### src/include/arf_pkg.sv
// Register map, field positions and reset values of the conversion result block
package arf_pkg;
    // Word indices on the register bus
    localparam logic [2:0] ARF_IDX_RESULT_HIGH = 3'h0;
    localparam logic [2:0] ARF_IDX_RESULT_LOW = 3'h1;
    localparam logic [2:0] ARF_IDX_CONTROL = 3'h2;
    localparam logic [2:0] ARF_IDX_STATUS = 3'h3;
    // Control register fields
    localparam int ARF_CTRL_IN_PROGRESS_BIT = 0;
    localparam int ARF_CTRL_JUSTIFY_BIT = 7;
    // Status register fields
    localparam int ARF_STAT_COMPLETE_BIT = 0;
    // Justification encoding
    localparam logic ARF_JUSTIFY_LEFT = 1'b0;
    localparam logic ARF_JUSTIFY_RIGHT = 1'b1;
    // Reset values
    localparam logic [31:0] ARF_READDATA_RST = 32'h0000_0000;
    localparam logic ARF_WAIT_RST = 1'b1;
    localparam logic ARF_JUSTIFY_RST = 1'b0;
    // Widths
    localparam int ARF_VALUE_W = 10;
    localparam int ARF_REG_W = 8;
    localparam int ARF_ADDR_W = 3;
endpackage

### src/hw/arf_result_format.sv
// Conversion result registers with justification, start control and completion flag
`timescale 1ns/1ps
`default_nettype none
module arf_result_format
    import arf_pkg::*;
(
    // Clock and reset
    input wire logic clk,
    input wire logic rst,
    // Avalon-MM slave
    input wire logic [arf_pkg::ARF_ADDR_W-1:0] avs_address,
    input wire logic avs_read,
    input wire logic avs_write,
    input wire logic [31:0] avs_writedata,
    input wire logic [3:0] avs_byteenable,
    output logic [31:0] avs_readdata,
    output logic avs_waitrequest,
    // Converter core
    output logic conv_start,
    input wire logic conv_done,
    input wire logic [arf_pkg::ARF_VALUE_W-1:0] conversion_value,
    // Status seen by the rest of the device
    output logic conversion_in_progress,
    output logic conversion_complete_flag,
    output logic result_justify_select
);
    import arf_pkg::*;

    // ==========================================================
    // State
    // ==========================================================
    typedef struct packed {
        logic [31:0] readdata;
        logic wait_n_idle;
        logic start;
        logic busy;
        logic complete;
        logic justify;
    } arf_ctrl_t;

    // Result registers live apart: the only reset wired here is not a
    // power-on reset, and these must survive it with their contents.
    typedef struct packed {
        logic [ARF_REG_W-1:0] high;
        logic [ARF_REG_W-1:0] low;
    } arf_result_t;

    arf_ctrl_t ctrl_q;
    arf_ctrl_t ctrl_d;
    arf_result_t res_q;
    arf_result_t res_d;

    logic req;
    logic commit;
    logic wr_ok;
    logic [7:0] wbyte;

    assign req = avs_read | avs_write;
    // A write lands only at the edge where waitrequest is seen low
    assign commit = avs_write & ~ctrl_q.wait_n_idle;
    assign wr_ok = commit & avs_byteenable[0];
    assign wbyte = avs_writedata[7:0];

    // ==========================================================
    // Next state
    // ==========================================================
    always_comb begin
        ctrl_d = ctrl_q;
        res_d = res_q;
        ctrl_d.start = 1'b0;

        // Bus handshake: one wait cycle, then one acknowledge cycle
        if (req && ctrl_q.wait_n_idle) begin
            ctrl_d.wait_n_idle = 1'b0;
            ctrl_d.readdata = 32'h0000_0000;
            if (avs_address == ARF_IDX_RESULT_HIGH) begin
                ctrl_d.readdata[ARF_REG_W-1:0] = res_q.high;
            end else if (avs_address == ARF_IDX_RESULT_LOW) begin
                ctrl_d.readdata[ARF_REG_W-1:0] = res_q.low;
            end else if (avs_address == ARF_IDX_CONTROL) begin
                ctrl_d.readdata[ARF_CTRL_IN_PROGRESS_BIT] = ctrl_q.busy;
                ctrl_d.readdata[ARF_CTRL_JUSTIFY_BIT] = ctrl_q.justify;
            end else if (avs_address == ARF_IDX_STATUS) begin
                ctrl_d.readdata[ARF_STAT_COMPLETE_BIT] = ctrl_q.complete;
            end
        end else begin
            ctrl_d.wait_n_idle = 1'b1;
        end

        // Software writes
        if (wr_ok) begin
            if (avs_address == ARF_IDX_RESULT_HIGH) begin
                res_d.high = wbyte;
            end else if (avs_address == ARF_IDX_RESULT_LOW) begin
                res_d.low = wbyte;
            end else if (avs_address == ARF_IDX_CONTROL) begin
                ctrl_d.justify = wbyte[ARF_CTRL_JUSTIFY_BIT];
                // Acquisition delay before this write is software's duty
                if (wbyte[ARF_CTRL_IN_PROGRESS_BIT] && !ctrl_q.busy) begin
                    ctrl_d.busy = 1'b1;
                    ctrl_d.start = 1'b1;
                end
            end else if (avs_address == ARF_IDX_STATUS) begin
                if (wbyte[ARF_STAT_COMPLETE_BIT]) begin
                    ctrl_d.complete = 1'b0;
                end
            end
        end

        // Completion overrides a same-cycle software write to the result registers or the status flag,
        // so a finishing conversion is never lost to a racing store.
        if (conv_done && ctrl_q.busy) begin
            ctrl_d.busy = 1'b0;
            ctrl_d.complete = 1'b1;
            if (ctrl_q.justify == ARF_JUSTIFY_RIGHT) begin
                res_d.high = {6'h00, conversion_value[9:8]};
                res_d.low = conversion_value[7:0];
            end else begin
                res_d.high = conversion_value[9:2];
                res_d.low = {conversion_value[1:0], 6'h00};
            end
        end
    end

    // ==========================================================
    // Registers
    // ==========================================================
    always_ff @(posedge clk or posedge rst) begin
        if (rst) begin
            ctrl_q <= '{readdata: ARF_READDATA_RST, wait_n_idle: ARF_WAIT_RST,
                        start: 1'b0, busy: 1'b0, complete: 1'b0,
                        justify: ARF_JUSTIFY_RST};
        end else begin
            ctrl_q <= ctrl_d;
        end
    end

    // No reset: contents persist across device resets
    always_ff @(posedge clk) begin
        res_q <= res_d;
    end

    // ==========================================================
    // Outputs
    // ==========================================================
    assign avs_readdata = ctrl_q.readdata;
    assign avs_waitrequest = ctrl_q.wait_n_idle;
    assign conv_start = ctrl_q.start;
    assign conversion_in_progress = ctrl_q.busy;
    assign conversion_complete_flag = ctrl_q.complete;
    assign result_justify_select = ctrl_q.justify;
endmodule
`default_nettype wire

### config.mk
export PLATFORM = sky130hd
export DESIGN_NAME = arf_result_format
export DESIGN_NICKNAME = d
export VERILOG_FILES = /design/src/include/arf_pkg.sv /design/src/hw/arf_result_format.sv
export SDC_FILE = /design/constraint.sdc
export NUM_CORES = 1
export LEC_CHECK = 0
export ABC_CLOCK_PERIOD_IN_PS = 4000
export BUFFER_PORTS_ARGS = -buffer_cell sky130_fd_sc_hd__buf_2
export CAP_MARGIN = 20
export CORE_MARGIN = 2
export CORE_UTILIZATION = 46
export CTS_CLUSTER_DIAMETER = 120
export DETAILED_ROUTE_END_ITERATION = 8
export GPL_ROUTABILITY_DRIVEN = 0
export PLACE_DENSITY = 0.85
export REMOVE_ABC_BUFFERS = 1
export SETUP_SLACK_MARGIN = 0.4
export SLEW_MARGIN = 30
export SYNTH_ARGS = -nofsm -noshare
export SYNTH_HDL_FRONTEND = slang
export SYNTH_SLANG_ARGS = --single-unit
### constraint.sdc
create_clock -name clk -period 4 [get_ports clk]
set_input_delay 0.6 -clock clk [delete_from_list [all_inputs] [get_ports clk]]
set_output_delay 0.6 -clock clk [all_outputs]
set_load 0.02 [all_outputs]
==> results.py <==
metrics = {
    "power_and_ir_drop": {
        "combPwrFrac_pct": 20.2,
        "power_density_nw_per_um2": 369,
        "leakagePower_nw": 0.793,
        "vdd_drop_max_uv": 159,
        "internal_dissipation_uw": 449,
        "switching_part_of_the_total_pct": 29.9,
        "power.net_switching_uw": 192,
        "power.clock.fraction_pct": 25.2,
        "seqPwrFrac_pct": 54.6,
    },
    "place": {
        "count_of_input_and_output_buffers": 39,
        "place_inst": 215,
        "hpwl_um": 2050,
    },
    "critical_path": {
        "crit-reg2reg-capture": "res_q[6]",
        "cp_max_fo": 10,
        "timing.reg2reg.worst_path_depth": 3,
        "crit_arrival_ps": 2140,
        "setup.reg_to_reg.worst_slack_ps": 2030,
        "reg2reg_from": "conversion_in_progress",
        "required_ps": 4030,
        "setup.worst_path.end_class": "flip-flop",
        "crit_path_start_kind": "input pin",
        "setup.worst_path.class": "in2reg",
    },
    "synth": {
        "post_synth_fa_ha_maj_area_fraction_pct": 0,
        "yosysTopAreaCellShare_pct": 31.2,
        "fraction_of_the_mapped_netlist_area_in_compound_gates_pct": 16.8,
        "seq_area_frac_synth_pct": 52.5,
        "syn_area_per_cell_um2": 11.1,
        "top_cells_by_area_synth": "edfxtp_1 (31%), dfrtp_1 (20%), buf_4 (12%), a22o_1 (5.7%), mux2i_1 (3.3%)",
        "synth.largest_area_cell": "edfxtp_1",
        "synth_xor_xnor_area_share_pct": 0,
        "synthSimpleGateAreaFrac_pct": 11.9,
        "synth_top_family_by_area": "compound AO/OA/AOI/OAI gates",
        "yosys-mux-area-fraction_pct": 4.23,
        "yosys_register_bits": 29,
        "yosysWarningCount": 0,
        "syn_inst": 138,
        "syn-cell-area_um2": 1540,
        "unique_masters_post_synth": 31,
    },
    "clock_tree": {
        "clock_sinks": 29,
        "hold_buffers": 0,
        "cts.reportedPaths.clkPinSlew_ps": 90,
        "clock_tree.buffer_depth": 2,
        "clkLatencyLatePin_ps": 320,
        "deepest_level_of_the_cts_h_tree": 2,
        "cts_made_buffers": 5,
        "post-cts-setup-buffers": 0,
        "clk_root_buffer_cell": "clkbuf_4",
        "cts_tree": "done",
        "number_of_gates_given_a_new_drive_strength_after_cts": 0,
    },
    "sta": {
        "rsz0062_at_grt": "false",
        "timing.hold.ws_ps": 264,
        "setup_tns_ps": 0,
        "report.final.setup_viol": 0,
        "worst_slew_margin_rel_pct": 54.8,
        "final_min_period_over_clock_period_pct": 52.7,
        "worst_pin_slew_ps": 672,
        "max_freq_ghz": 0.475,
        "hold_violations": 0,
        "maxSlewViolCount": 0,
        "period_minus_slack_ps": 2110,
        "final.setup_skew_ps": 11.6,
    },
    "worst_hold_path": {
        "hold_path_class": "in2async",
    },
    "floorplan": {
        "die_y_um": 61.8,
        "io_pins": 91,
        "core_region_area_um2": 3130,
        "die_width_um": 61.8,
        "initial_core_util_pct": 49.2,
        "fp-row-count": 20,
        "die_area_um2": 3820,
    },
    "route": {
        "ant_nets": 0,
        "drt_wl_total_um": 2730,
        "drc": 0,
        "post_drt_via_cell_ratio": 4.91,
        "routed-via-count": 1094,
        "drtPass1Iterations": 4,
        "drt_iter0_markers": 49,
        "wl_per_cell_um": 12.2,
    },
    "global_route": {
        "first_global_vias": 889,
        "grt_start_max_net_pins": 25,
        "grt.overflow.total": 0,
        "antenna_found_initial": 0,
        "grt_usage_pct": 15.8,
        "grt_first_pass_wirelength_um": 4160,
    },
    "run": {
        "drv.max_cap_violation_count": 0,
    },
    "finish": {
        "insertedDiodeCount": 0,
        "post_layout_nonfiller_instances": 223,
        "filler_cells_inserted": 285,
        "nNetsFinal": 232,
        "areaGrowthSynthToFinish_pct": 12.8,
        "share_of_final_layout_standard_cells_stronger_than_drive_strength_1_pct": 30.7,
    },
    "run_status": {
        "status": "complete, no violations",
    },
}
-- placed cells by master, fill, tap and decap left out, drive strengths merged, types with 4 or more instances in the layout --
master and n:
buf 41, conb 24, edfxtp 16, o21ai 16, nand2 13, dfrtp 12
a22o 10, a22oi 6, clkbuf 6, mux2i 5, a21oi 4, nor3b 4
-- stage by stage --
stage          instance area, um2  worst slack (ps)  utilization (%)  total power, mW
5_1_grt                      1730              1800             55.4            0.673
3_5_place_dp                 1680              1590             53.7            0.485
2_1_floorplan                1410              1960                -            0.439
3_3_place_gp                 1680              1620             53.7            0.483
4_1_cts                      1730              1900             55.3            0.643
6_report                     1730              1890             55.4            0.640
-- cells by family after synthesis --
kind of cell / after synthesis
and+or+nand+nor: 29
muxes: 6
AOI/OAI and AO/OA: 39
buffers and inverters: 34
DFF: 29
other: 1
-- worst max-delay path: stages --
cell	delay (ps)
buf_2	190
nor3b_2	470
inv_1	70
o21ai_0	550
buf_4	260
-- cell type report --
type,count,area [um2],area share [%]
clock inverters,2,10.0,0.577
multi-input cells,98,599,34.6
flip-flops and latches,29,807,46.5
well taps,44,55.1,3.17
repair buffers,41,210,12.1
inverters,3,11.3,0.649
clock buffers,6,41.3,2.38
-- sequential cells by signal, summed over array words and instances, names as in the netlist --
| register | cells |
|---|---|
| conversion_complete_flag | 1 |
| conversion_in_progress | 1 |
| avs_readdata | 8 |
| result_justify_select | 1 |
| conv_start | 1 |
| res_q | 16 |
| avs_waitrequest | 1 |
-- synth_stat cells --
master / count
nand3b_1: 2
o21ai_1: 7
mux2i_1: 5
a22o_1: 10
o41ai_1: 1
nor3b_1: 3
buf_4: 24
buf_2: 3
dfrtp_1: 12
mux2_4: 1
dfstp_2: 1
o21ai_0: 9
nor4_1: 1
a21oi_1: 4
edfxtp_1: 16
nor3_1: 1
a22oi_1: 6
inv_1: 3
nor2_1: 1
conb_1: 1
and3_1: 1
nor2b_1: 1
a41oi_1: 1
or4b_4: 1
nand3b_4: 1
clkbuf_1: 4
nor3b_2: 1
a21o_1: 1
nand2_1: 13
nor3_2: 1
nand2b_1: 2
-- worst max-delay path by stage --
| stage | cells past startpoint | slack, ps | start | to |
|---|---|---|---|---|
| 2_1_floorplan | 1 | 1960 | avs_address[2] | res_q[10] |
| 3_3_place_gp | 5 | 1620 | avs_address[0] | res_q[0] |
| 6_report | 5 | 1890 | avs_address[0] | res_q[6] |
| 3_5_place_dp | 5 | 1590 | avs_address[0] | res_q[0] |
| 5_1_grt | 5 | 1800 | avs_address[0] | res_q[6] |
| 4_1_cts | 5 | 1900 | avs_address[0] | res_q[6] |
-- metal layers --
| metal | vias up | wire [um] | GRT usage [%] |
|---|---|---|---|
| met5 | - | 0 | 0 |
| met3 | 4 | 220 | 4.55 |
| met1 | 496 | 1200 | 19.8 |
| met4 | 0 | 59 | 8.21 |
| li1 | 533 | - | - |
| met2 | 61 | 1250 | 25.0 |
-- power by group through the flow --
| stage | clock network, mW | logic, mW | registers [mW] |
|---|---|---|---|
| after floorplan | 0 | 0.0660 | 0.373 |
| after global placement | 0 | 0.127 | 0.355 |
| after detailed placement | 0 | 0.128 | 0.356 |
| after CTS | 0.164 | 0.129 | 0.350 |
| after global routing | 0.177 | 0.143 | 0.353 |
| final | 0.161 | 0.129 | 0.350 |
No activity file was read; power rests on OpenSTA's default activity.
